[src/stcr_pkg.sv]
// Package for the synthesizer tuning configuration register bank
package stcr_pkg;

  // ---------------------------------------------------------------
  // Register offsets (register index; byte address is index * 4)
  // ---------------------------------------------------------------
  localparam logic [7:0] STCR_IDX_PUMP = 8'h2a;
  localparam logic [7:0] STCR_IDX_CAL = 8'h2e;
  localparam logic [7:0] STCR_IDX_DITHER = 8'h2f;
  localparam int STCR_ADR_LSB = 2;
  localparam int STCR_IDX_W = 8;

  // ---------------------------------------------------------------
  // Reset values
  // ---------------------------------------------------------------
  localparam logic [15:0] STCR_RST_PUMP = 16'h0210;
  localparam logic [15:0] STCR_RST_CAL = 16'h001a;
  localparam logic [15:0] STCR_RST_DITHER = 16'h0000;

  // ---------------------------------------------------------------
  // Field positions
  // ---------------------------------------------------------------
  localparam int STCR_DITHER_LO = 13;
  localparam int STCR_CAL_EN_BIT = 2;
  localparam int STCR_CAL_CORE_LO = 0;
  localparam int STCR_POL_BIT = 5;
  localparam int STCR_IDN_LO = 0;

  // Control register: bit 0 requests a reset of the bank
  localparam logic [7:0] STCR_IDX_CTRL = 8'h00;
  localparam int STCR_CTRL_RST_BIT = 0;

  // ---------------------------------------------------------------
  // Types
  // ---------------------------------------------------------------
  typedef enum logic [1:0] {
    STCR_DITHER_OFF = 2'h0,
    STCR_DITHER_WEAK = 2'h1,
    STCR_DITHER_MEDIUM = 2'h2,
    STCR_DITHER_STRONG = 2'h3
  } stcr_dither_t;

  typedef enum logic [1:0] {
    STCR_LOW_CORE = 2'h0,
    STCR_MIDDLE_CORE = 2'h1,
    STCR_HIGH_CORE = 2'h2,
    STCR_CORE_UNUSED = 2'h3
  } stcr_core_t;

  typedef struct packed {
    stcr_dither_t dither_level;
    logic cal_start_core_enable;
    stcr_core_t cal_start_core_choice;
    logic ext_osc_detector_polarity;
    logic [4:0] ext_osc_pump_down_current;
  } stcr_cfg_t;

endpackage

[src/stcr_regs.sv]
// Synthesizer tuning configuration registers behind a Wishbone slave
`timescale 1ns/100ps
// Contract
// - Two-bit dither field, bits 14-13: off, weak, medium, strong.
// - Start-core enable set makes calibration start from the chosen core.
// - Start-core choice 0 low, 1 middle, 2 high; resets to 2.
// - Reset values alone must let the core be chosen automatically.
// - Polarity bit: 0 positive tuning sense, 1 negative.
// - Five-bit down-current, 156.25 uA per code, 0 tri-states the pump.
// - All registers take reset values at power-up or on reset bit.
module stcr_regs
  import stcr_pkg::*;
(
  input wire logic core_clk,
  input wire logic srst,
  input wire logic wb_cyc_i,
  input wire logic wb_stb_i,
  input wire logic wb_we_i,
  input wire logic [31:0] wb_adr_i,
  input wire logic [3:0] wb_sel_i,
  input wire logic [31:0] wb_dat_i,
  output logic [31:0] wb_dat_o,
  output logic wb_ack_o,
  output logic wb_err_o,
  output stcr_cfg_t cfg_o,
  output logic cal_start_from_core_o,
  output stcr_core_t cal_start_core_o
);

  // ---------------------------------------------------------------
  // Storage
  // ---------------------------------------------------------------
  logic [15:0] pump_q;
  logic [15:0] cal_q;
  logic [15:0] dither_q;
  logic soft_rst_q;
  logic ack_q;
  logic err_q;
  logic [31:0] rdata_q;
  stcr_cfg_t cfg_q;
  logic start_q;
  stcr_core_t start_core_q;

  // ---------------------------------------------------------------
  // Decode
  // ---------------------------------------------------------------
  wire logic [STCR_IDX_W-1:0] idx =
    wb_adr_i[STCR_ADR_LSB +: STCR_IDX_W];
  wire logic adr_high_zero =
    (wb_adr_i[31:STCR_ADR_LSB+STCR_IDX_W] == '0) &&
    (wb_adr_i[STCR_ADR_LSB-1:0] == '0);
  wire logic req = wb_cyc_i && wb_stb_i && !ack_q && !err_q;
  wire logic hit_pump = adr_high_zero && (idx == STCR_IDX_PUMP);
  wire logic hit_cal = adr_high_zero && (idx == STCR_IDX_CAL);
  wire logic hit_dither = adr_high_zero && (idx == STCR_IDX_DITHER);
  wire logic hit_ctrl = adr_high_zero && (idx == STCR_IDX_CTRL);
  wire logic hit_any = hit_pump || hit_cal || hit_dither || hit_ctrl;
  wire logic wr = req && wb_we_i && hit_any;
  wire logic [15:0] wmask = {{8{wb_sel_i[1]}}, {8{wb_sel_i[0]}}};
  wire logic [15:0] wdat = wb_dat_i[15:0];

  // Reset-request bit takes effect on the next edge
  wire logic ctrl_wr = wr && hit_ctrl && wb_sel_i[0];
  wire logic bank_rst = srst || soft_rst_q;

  wire logic [15:0] pump_d =
    (wr && hit_pump) ? ((pump_q & ~wmask) | (wdat & wmask)) : pump_q;
  wire logic [15:0] cal_d =
    (wr && hit_cal) ? ((cal_q & ~wmask) | (wdat & wmask)) : cal_q;
  wire logic [15:0] dither_d =
    (wr && hit_dither) ? ((dither_q & ~wmask) | (wdat & wmask))
                       : dither_q;

  wire logic [15:0] rsel =
    hit_pump ? pump_q :
    hit_cal ? cal_q :
    hit_dither ? dither_q :
    {15'h0000, soft_rst_q};
  wire logic [31:0] rdata_d = {16'h0000, rsel};

  // ---------------------------------------------------------------
  // Field extraction
  // ---------------------------------------------------------------
  stcr_cfg_t cfg_d;
  assign cfg_d.dither_level =
    stcr_dither_t'(dither_q[STCR_DITHER_LO +: 2]);
  assign cfg_d.cal_start_core_enable = cal_q[STCR_CAL_EN_BIT];
  assign cfg_d.cal_start_core_choice =
    stcr_core_t'(cal_q[STCR_CAL_CORE_LO +: 2]);
  assign cfg_d.ext_osc_detector_polarity = pump_q[STCR_POL_BIT];
  assign cfg_d.ext_osc_pump_down_current =
    pump_q[STCR_IDN_LO +: 5];

  // Start option disabled: calibration picks the core itself
  wire logic start_d = cfg_d.cal_start_core_enable;
  wire stcr_core_t start_core_d =
    start_d ? cfg_d.cal_start_core_choice : STCR_HIGH_CORE;

  // ---------------------------------------------------------------
  // Registers
  // ---------------------------------------------------------------
  always_ff @(posedge core_clk) begin
    if (bank_rst) begin
      pump_q <= STCR_RST_PUMP;
      cal_q <= STCR_RST_CAL;
      dither_q <= STCR_RST_DITHER;
    end else begin
      pump_q <= pump_d;
      cal_q <= cal_d;
      dither_q <= dither_d;
    end
  end

  always_ff @(posedge core_clk) begin
    if (srst) begin
      soft_rst_q <= 1'b0;
    end else begin
      soft_rst_q <= ctrl_wr && wdat[STCR_CTRL_RST_BIT];
    end
  end

  always_ff @(posedge core_clk) begin
    if (srst) begin
      ack_q <= 1'b0;
      err_q <= 1'b0;
      rdata_q <= '0;
    end else begin
      ack_q <= req && hit_any;
      err_q <= req && !hit_any;
      rdata_q <= (req && hit_any && !wb_we_i) ? rdata_d : '0;
    end
  end

  always_ff @(posedge core_clk) begin
    if (bank_rst) begin
      cfg_q <= '{STCR_DITHER_OFF, 1'b0, STCR_HIGH_CORE, 1'b0,
                 STCR_RST_PUMP[STCR_IDN_LO +: 5]};
      start_q <= 1'b0;
      start_core_q <= STCR_HIGH_CORE;
    end else begin
      cfg_q <= cfg_d;
      start_q <= start_d;
      start_core_q <= start_core_d;
    end
  end

  // ---------------------------------------------------------------
  // Outputs
  // ---------------------------------------------------------------
  assign wb_ack_o = ack_q;
  assign wb_err_o = err_q;
  assign wb_dat_o = rdata_q;
  assign cfg_o = cfg_q;
  assign cal_start_from_core_o = start_q;
  assign cal_start_core_o = start_core_q;

endmodule // stcr_regs

[config.mk]
export PLATFORM = sky130hd
export DESIGN_NAME = stcr_regs
export DESIGN_NICKNAME = d
export VERILOG_FILES = /design/src/stcr_pkg.sv /design/src/stcr_regs.sv
export SDC_FILE = /design/constraint.sdc
export NUM_CORES = 1
export LEC_CHECK = 0
export BUFFER_PORTS_ARGS = -buffer_cell sky130_fd_sc_hd__buf_2
export CORE_MARGIN = 2
export CORE_UTILIZATION = 35
export DETAILED_ROUTE_END_ITERATION = 7
export PLACE_DENSITY = 0.57
export SLEW_MARGIN = 20
export SYNTH_ARGS = -nofsm -noshare
export SYNTH_HDL_FRONTEND = slang
export SYNTH_SLANG_ARGS = --single-unit
[constraint.sdc]
create_clock -name core_clk -period 3 [get_ports core_clk]
set_clock_uncertainty 0.05 [all_clocks]
set_input_delay 0.9 -clock core_clk [delete_from_list [all_inputs] [get_ports core_clk]]
set_output_delay 0.9 -clock core_clk [all_outputs]
set_load 0.1 [all_outputs]
# After elaboration in Yosys (flattened, before gate mapping)
# Cells that the tools add are included.
# totals
register_bits,96
elab_cells,62
# op_classes
n_bitwise,10
eq_ne,3
n_reduce_logical,32
muxes,3
# ops
operator,count
AND 16 bit,4
two-way mux 16 bit,3
OR 16 bit,3
"== test 8 x 6 -> 1 bit, second input constant",3
zero test 22 bit,1
logical AND 1 bit,19
inverter 16 bit,1
zero test 8 bit,1
zero test 1 bit,4
logical OR 1 bit,4
OR reduction 2 bit,2
zero test 2 bit,1
inverter 1 bit,2

# Depth between registers and ports, before layout
# Gate-level depths: netlist of the first run.
# logic_depth
word_depth,10
mapped_depth,6
mapped_depth_nobuf,4

# Worst setup path after synthesis of the first run
# No wires, ideal clock.
# synth_path
path_kind,input to register
startpoint,input wb_adr_i[15]
endpoint,register (tool-made name)
n_path_buf,1
slack_ns,0.322
t_arrival_ns,2.556
path_stages,5
cell_sequence,or4_4 > nor3_4 > and4_1 > buf_6 > mux2i_1
# synth_rtl
element,line,text
start: declaration,stcr_regs.sv:19,"input wire logic [31:0] wb_adr_i,"

# Worst setup path after layout of the first run
# layout_path
startpoint,input wb_adr_i[15]
endpoint,register rdata_q[15] (netlist: wb_dat_o[15])
# layout_via
elab_chain_cells,10
elab_cells_between_ends,16
cone_classes,3 x mux; 1 x bitwise; 12 x reduce/logical
# layout_lines
element,line,text
zero test 22 bit (*),stcr_regs.sv:50,(wb_adr_i[31:STCR_ADR_LSB+STCR_IDX_W] == '0) &&
logical AND 1 bit (*),stcr_regs.sv:50,
"logical AND 1 bit, on equally long branches","stcr_regs.sv:53, stcr_regs.sv:54",
logical OR 1 bit (3 in series),stcr_regs.sv:57,wire logic hit_any = hit_pump || hit_cal || hit_dither || hit_ctrl;
logical AND 1 bit (2 in series),stcr_regs.sv:130,rdata_q <= (req && hit_any && !wb_we_i) ? rdata_d : '0;
inverter 1 bit (no line),n/a,
OR reduction 2 bit (no line),n/a,
end signal: assignment,stcr_regs.sv:130,
end: declaration,stcr_regs.sv:39,logic [31:0] rdata_q;
# Mark *: on every way between the ends. The rest lies on a longest branch, timed or not.
# A chain may end at the register's enable or synchronous reset.

==> results of run 1 <==
==> placed cells by master (no fill, tap or decap), drive strengths merged, types with 2 or more instances in the layout <==
cell type and instances:
mux2 15, or2 2, inv 13, bufinv 2, nand2 61, clkinv 2, and4 4, and3 4
mux2i 49, dfxtp 80, or4 4, nand3 16, nor4 6, clkbuf 11, nor3b 2, a21oi 15
nor2 15, conb 16, nand4 21, nand2b 3, buf 96
==> worst min-delay path, delay by kind of cell, from the launching register on <==
family | cells | cell delay (ns)
and+or+nand+nor | 1 | 0.05
DFF | 1 | 0.31
muxes | 1 | 0.05
==> Yosys cell counts (2+ instances only) <==
| cell | count | area [um2] |
|---|---|---|
| sky130_fd_sc_hd__dfxtp_1 | 80 | 1602 |
| sky130_fd_sc_hd__nand2_1 | 61 | 229.0 |
| sky130_fd_sc_hd__mux2i_1 | 49 | 490.5 |
| sky130_fd_sc_hd__buf_4 | 17 | 127.6 |
| sky130_fd_sc_hd__nand3_1 | 16 | 80.08 |
| sky130_fd_sc_hd__nand4_1 | 16 | 100.1 |
| sky130_fd_sc_hd__a21oi_1 | 15 | 75.07 |
| sky130_fd_sc_hd__mux2_2 | 15 | 168.9 |
| sky130_fd_sc_hd__nor2_1 | 15 | 56.30 |
| sky130_fd_sc_hd__inv_1 | 12 | 45.04 |
| sky130_fd_sc_hd__clkbuf_1 | 11 | 41.29 |
| sky130_fd_sc_hd__nand4_4 | 5 | 106.4 |
| sky130_fd_sc_hd__and3_1 | 4 | 25.02 |
| sky130_fd_sc_hd__and4_1 | 4 | 35.03 |
| sky130_fd_sc_hd__buf_2 | 4 | 20.02 |
| sky130_fd_sc_hd__nand2b_1 | 3 | 18.77 |
| sky130_fd_sc_hd__nor4_1 | 3 | 18.77 |
| sky130_fd_sc_hd__nor4_2 | 3 | 37.54 |
| sky130_fd_sc_hd__buf_1 | 2 | 7.510 |
| sky130_fd_sc_hd__buf_6 | 2 | 22.52 |
| sky130_fd_sc_hd__nor3b_1 | 2 | 15.01 |
| sky130_fd_sc_hd__or2_2 | 2 | 12.51 |
| sky130_fd_sc_hd__or4_1 | 2 | 15.01 |
| sky130_fd_sc_hd__or4_4 | 2 | 22.52 |
==> cell type report <==
cell class	count	share of cell area, %
multi-input combinational	243	39.24
timing repair buffer	96	12.25
inverter	12	1.065
clock buffer	11	3.581
tap	133	3.936
sequential	80	37.88
clock inverter	5	2.042
==> routing by layer <==
metal,part of all wire (%),routed length (um)
met2,48,3790
met4,1.8,140
met1,44,3509
met3,6.3,504
met5,0,0
==> logic make-up (layout without fill, tap and decap cells) <==
| kind of cell | after synthesis | in the layout |
|---|---|---|
| AO/OA/AOI/OAI | 19 | 19 |
| buffers and inverters | 48 | 124 |
| flip-flops | 80 | 80 |
| multiplexers | 64 | 64 |
| other | 1 | 16 |
| AND/OR/NAND/NOR | 144 | 144 |
==> stage by stage <==
| step | cells | hold slack [ns] | setup WS [ns] |
|---|---|---|---|
| after floorplan | 371 | 0.3673 | 0.3219 |
| after global placement | 564 | 0.3892 | 0.2602 |
| after detailed placement | 564 | 0.3969 | 0.2751 |
| after CTS | 580 | 0.4122 | 0.6452 |
| after global routing | 580 | 0.4296 | 0.5398 |
| final | 580 | 0.4100 | 0.6403 |
==> report_power, final <==
group / switching [mW] / internal [mW] / total [mW]
Sequential: 0.000212 / 1.06 / 1.06
Clock: 0.408 / 0.520 / 0.928
Combinational: 0.148 / 0.0461 / 0.194
Total: 0.556 / 1.63 / 2.18
==> how the worst max path moves through the flow <==
| stage | endpoint | from | slack [ns] | cells past startpoint |
|---|---|---|---|---|
| floorplan | register | wb_adr_i[15] | 0.32 | 5 |
| global placement | wb_dat_o[15] | wb_adr_i[15] | 0.26 | 6 |
| global route | wb_dat_o[15] | wb_adr_i[15] | 0.54 | 6 |
| detailed placement | wb_dat_o[15] | wb_adr_i[15] | 0.28 | 6 |
| CTS | wb_dat_o[15] | wb_adr_i[15] | 0.65 | 6 |
| finish | wb_dat_o[15] | wb_adr_i[15] | 0.64 | 6 |
==> out/summary.md, run 1 <==
The run finished with clean final reports. The cts-stage hold buffer count is 0. Global-route layer with the greatest usage: met2.

Post-layout minimum cycle time: 2.360 ns. The die is 103.4 um wide. The filler cells instantiated in the layout total 1007. Traced cell by cell, the critical path runs through buf_2 > or4_4 > nor3_4 > buf_4 > nand4_4 > a21oi_1.

The average vias per placed instance is 4.771. The run gives 0 as the leftover overflow at the end of global routing. The hold violation total from the final report was 0; the initial antenna violation count was 0.

The initialized floorplan defines 36 standard-cell rows. Routability-driven placement finished with a final weighted congestion of 0.7473. The detail route stage leaves a number of antenna-violating nets equal to 0. TritonCTS built the clock tree. The number of buffer cells added on primary ports came out at 86. The first routing iteration left 148 violations. The sequential cells in the finished layout cover a total of 0.001602 mm2. Setup repair after global routing left no endpoint under its margin.

The number of distinct standard cells referenced by the synthesized netlist came out at 35. The power density normalized to cell area came out at 516.5 mW/mm2. Headroom to the max-slew limit came out at 64.59%. The share of the Yosys chip area taken by registers is 46.28%.

For this run, the detailed router's first-pass iteration total came to 4. After routing, the total negative slack on setup checks comes to 0 ns. The master of the slowest instance on the critical path was sky130_fd_sc_hd__or4_4.

The die span in y is 103.4 um, and the number of maximum-capacitance violations is 0. The final layout contains 515 nets. The synthesized netlist devotes 2.965% of its cell area to compound gates. The run gives 0.009684 mm2 as the core box area. Measured on the finished design, the core utilization comes to 43.66%. The overall global routing resource usage is 16.23%, and the area of the mapped netlist is 0.003461 mm2. The number of buffers inserted by post-CTS setup repair was 0; the share of cells above drive strength 1 was 31.77%. The largest driver fanout on the critical path is 16, and the total of warnings raised by yosys is 0. Clock-pin slew was measured on the worst setup and hold paths at 0.08 ns.

Entering global routing, the biggest net connects 40 pins. The tools report the maximum count of clock buffers along a single path as 2. The path class of the tightest hold or removal check is reg -> reg. Number of CTS-inserted buffers: 9.

The full die area is 0.01070 mm2. Data arrives at the worst endpoint at 2.58 ns. After synthesis, the largest family of logic cells by area is simple AND/OR/NAND/NOR gates. Dividing the final minimum period by the clock period gives 78.66%. Post-layout instance area: 0.004228 mm2. The origin of the critical flop-to-flop path is wb_ack_o. Global routing used 19.85% of the available met1 tracks.

From synthesis to final layout, the design area changed by 22.16%. The worst setup path is launched from an input port. The average size of a mapped cell is 9.721 um2, and the simple-gate share of the synthesized area is 23.97%. The routed via count is 2767.

The analysis attributes to cell leakage a power of 2.048 nW. Counting both buffers and inverters, the worst setup path holds a total of 2. The run gives 0 as the final setup violation count. For the initial standard-cell utilization of the core, the log shows 35.74%. The run gives 7945 um as the sum of routed wire length over all layers.

The critical path is of the in -> reg type. The run gives 1.05 ns as the worst-case register-to-register setup slack. The cell type group with the largest total delay on the critical path was simple AND/OR/NAND/NOR gates. The run gives 0 as the number of diodes added for antenna fixing.

The clock tree synthesis step divided the H-tree into 3 levels. Count of cells along the worst hold path: 2. The share of the synthesized netlist area taken by xor and xnor gates is 0%. The portion of netlist area occupied by mux cells works out to 19.05%.

The endpoint type of the worst setup path was a register. The fraction of registers with async set/reset was 0%. Data on the critical path is required at its endpoint by 3.22 ns. Counting cells, the worst reg-to-reg path comes to 5. The maximum VDD drop was 313.3 uV. The first global-routing pass estimated 13340 um of wire. The multi-input combinational cells in the finished layout cover a total of 0.001659 mm2.

The run gives 5533 um as the post-DP HPWL. Counting flops with a built-in enable in the synthesized netlist gives 0. Of the total synthesized cell area, the portion taken by full adders, half adders and majority gates is 0%.

The run gives 80 as the number of sinks driven by the clock tree. For the fmax, the log shows 0.4238 GHz. The number of storage elements in the synthesis netlist came out at 80.

After detailed placement, the total cell area comes to 0.003990 mm2. The logs give 4.704% for the met3 track demand over resource in global routing and 356 for the synthesized instance count. The logs give 27.05% for the met2 routing resource usage after global routing and 0 for the post-cts gate resize count. Power comes to 2.183 mW. The DRC violation count after routing is 0. The root buffer selected by CTS is sky130_fd_sc_hd__clkbuf_8. The pin slew with the least headroom to its limit was 0.5300 ns; the number of primary I/O pins was 121. The via count of the first global-routing pass is 2789, and the routed length per placed instance is 13.70 um.

The largest single stage delay on the critical path is 0.57 ns. For this run, the leading register cell type out of synthesis is sky130_fd_sc_hd__dfxtp_1. The clock latency at the later pin of the worst-skew pair was 0.36 ns. The final max-slew violation count was 0.
No activity file was read; power rests on OpenSTA's default activity.
==> run 2, diff against run 1 <==
==> constraint.sdc (replaced) <==
create_clock -name core_clk -period 2.4 [get_ports core_clk]
set_clock_uncertainty 0.05 [all_clocks]
set_input_delay 0.72 -clock core_clk [delete_from_list [all_inputs] [get_ports core_clk]]
set_output_delay 0.72 -clock core_clk [all_outputs]
set_load 0.1 [all_outputs]
==> out/summary.md, run 2 (synthesis results as in run 1) <==
The flow ran to the end, and the final reports show no timing, DRC or antenna violations. The floorplan step defined a die boundary enclosing 0.01070 mm2. The count of placed standard cells including taps is 571. The run gives 522 as the number of nets at the end of the flow. The wire length of the first global-routing pass was 12970 um; the global placer's final weighted congestion was 0.7531. For the number of maximum-capacitance violations, the log shows 0. Final hold analysis gives a worst-case slack of 0.4088 ns.

The sum of negative setup slack was 0 ns; the post-layout minimum cycle time was 2.099 ns. The die is 103.4 um tall. The worst-case IR drop observed on VDD is 270.2 uV. During placement, the flow inserted port buffers numbering 86. The master of the slowest instance on the critical path is sky130_fd_sc_hd__or4_4. Entering global routing, the biggest net connects 61 pins. The tree is rooted in a sky130_fd_sc_hd__clkbuf_8. The clock passes through at most 2 buffers.

The most common library cell in the layout ignoring fill and taps was sky130_fd_sc_hd__buf_2. The initial standard-cell utilization of the core came out at 35.74%. Counting instances, the worst hold path has a depth of 2. Buffers inserted during clock tree synthesis total 9. The fmax is 0.4763 GHz, and the average vias per placed instance is 4.642. Global routing consumed, over all layers together, 15.63% of the routing resources. Summed over all cells, the static leakage comes to 2.069 nW. The post-route antenna net violation count was 0; the core box area was 0.009684 mm2. The power density normalized to cell area works out to 574.0 mW/mm2. The data arrival at the endpoint of the critical path was 2.31 ns; the final setup violation count was 0. The tightest min-delay check is of the reg -> reg type.

The share of cells above drive strength 1 is 32.82%, and the number of non-filler instances in the completed layout is 587. After clock tree synthesis, the clock-pin slew on the worst setup and hold paths is 0.08 ns. Detailed placement ended at an HPWL of 5563 um.

In this run, post-CTS hold repair placed 0 buffers. The first detailed-routing pass ran for 4 iterations. The run gives 0 as the number of buffers inserted by post-CTS setup repair.

STA classifies the critical path endpoint as a register. The floorplan step set the die width to 103.4 um. Clock tree synthesis found a total of 80 sinks. Type of element launching the critical path: an input port. Largest stage delay on the critical path: 0.57 ns. The initial antenna violation count is 0. Leaving out fill and tap cells, the most frequent cells in the layout are 86 x sky130_fd_sc_hd__buf_2, 80 x sky130_fd_sc_hd__dfxtp_1, 61 x sky130_fd_sc_hd__nand2_1, 49 x sky130_fd_sc_hd__mux2i_1. Dividing the final minimum period by the clock period gives 87.47%. Relative to the synthesized area, the layout overhead comes to 23.90%. The logs give 0.34 ns for the clock latency at the later pin of the worst-skew pair and 2725 for the routed via count. TritonCTS built the clock tree. The combined buffer and inverter count along the critical path works out to 3.

Final max-slew violation count: 0. The logic depth of the worst path, buffers included was 7; the routed length per placed instance was 13.42 um. Measured in cells, the most critical reg-to-reg path has a length of 6. Critical setup path kind: in -> reg. The tools report the via count of the first global-routing pass as 2705. The floorplan has 36 rows. The completed layout was analyzed and its total power is 2.461 mW. Initial detailed-routing violation count: 98. The logs give -0.06263 ns for the worst slack at placement and 7877 um for the sum of routed wire length over all layers. At the worst endpoint, the required time is 2.61 ns.

For this design the top-level I/O count stands at 121. The logs give 0 for the leftover overflow at the end of global routing and 0.3006 ns for the smallest setup slack after layout. Among cell families on the critical path, the largest total delay comes from simple AND/OR/NAND/NOR gates. Post-CTS repair changed the size of 0 cells. Along the worst path, the maximum fanout reaches 7. The tools report the hold violation total from the final report as 0. For the deepest level of the CTS H-tree, the log shows 3. Setup repair after global routing left no endpoint under its margin. Walking the worst path, the cells encountered are buf_2 > or4_4 > nor3_4 > buf_12 > nand4_4 > buf_4 > a21oi_1.

In the routed design, unresolved DRC markers number 0. The number of diodes added for antenna fixing came out at 0.
==> run 2: cell count changes in the layout (fill, tap and decap cells not counted) <==
cell,change
sky130_fd_sc_hd__buf_12,+5
sky130_fd_sc_hd__buf_4,+2
sky130_fd_sc_hd__bufinv_16,-2
sky130_fd_sc_hd__clkinv_2,+3
sky130_fd_sc_hd__clkinv_4,-1
sky130_fd_sc_hd__clkinvlp_4,+1
sky130_fd_sc_hd__inv_6,-1
==> run 2: final cells by class <==
| cell class | count | area [um2] |
|---|---|---|
| clock buffers | 11 | 151.4 |
| clock inverters | 5 | 31.28 |
| fillers | 984 | 5396 |
| inverters | 12 | 45.04 |
| multi-input cells | 243 | 1659 |
| flip-flops and latches | 80 | 1602 |
| well taps | 133 | 166.4 |
| repair buffers | 103 | 633.1 |
==> run 2: final timing paths <==
| path | from | endpoint | slack [ns] |
|---|---|---|---|
| worst max-delay path | wb_adr_i[16] | wb_dat_o[3] | 0.30 |
| worst min-delay path | register | cfg_o[0] | 0.41 |
| worst max register to register | wb_ack_o | register | 0.59 |
| worst min register to register | register | cfg_o[0] | 0.41 |
==> run 2: routing by layer <==
layer | vias to the layer above | wire [um] | global-route usage, %
li1 | 1398 | - | -
met1 | 1265 | 3716 | 20.09
met2 | 58 | 3858 | 26.45
met3 | 4 | 256 | 3.091
met4 | 0 | 46 | 4.858
met5 | - | 0 | 0
==> run 2: worst register-to-register path, cell delays in order (launching register included) <==
cell and delay, ns:
sky130_fd_sc_hd__dfxtp_1 0.31, sky130_fd_sc_hd__nor4bb_1 0.29, sky130_fd_sc_hd__buf_4 0.17, sky130_fd_sc_hd__and3_1 0.31
sky130_fd_sc_hd__and4_1 0.28, sky130_fd_sc_hd__buf_12 0.15, sky130_fd_sc_hd__mux2i_1 0.19
==> run 2: report_power, final <==
group	switching (mW)	total, mW	internal, mW
logic	0.186	0.248	0.0612
clock network	0.458	0.887	0.428
registers	0.000265	1.33	1.33
==> run 2: metrics by stage <==
step | utilization, % | cell area (um2)
2_1_floorplan | - | 3517
5_1_grt | 44.28 | 4288
6_report | 44.28 | 4288
4_1_cts | 44.28 | 4288
3_3_place_gp | 42.39 | 4105
3_5_place_dp | 42.39 | 4105
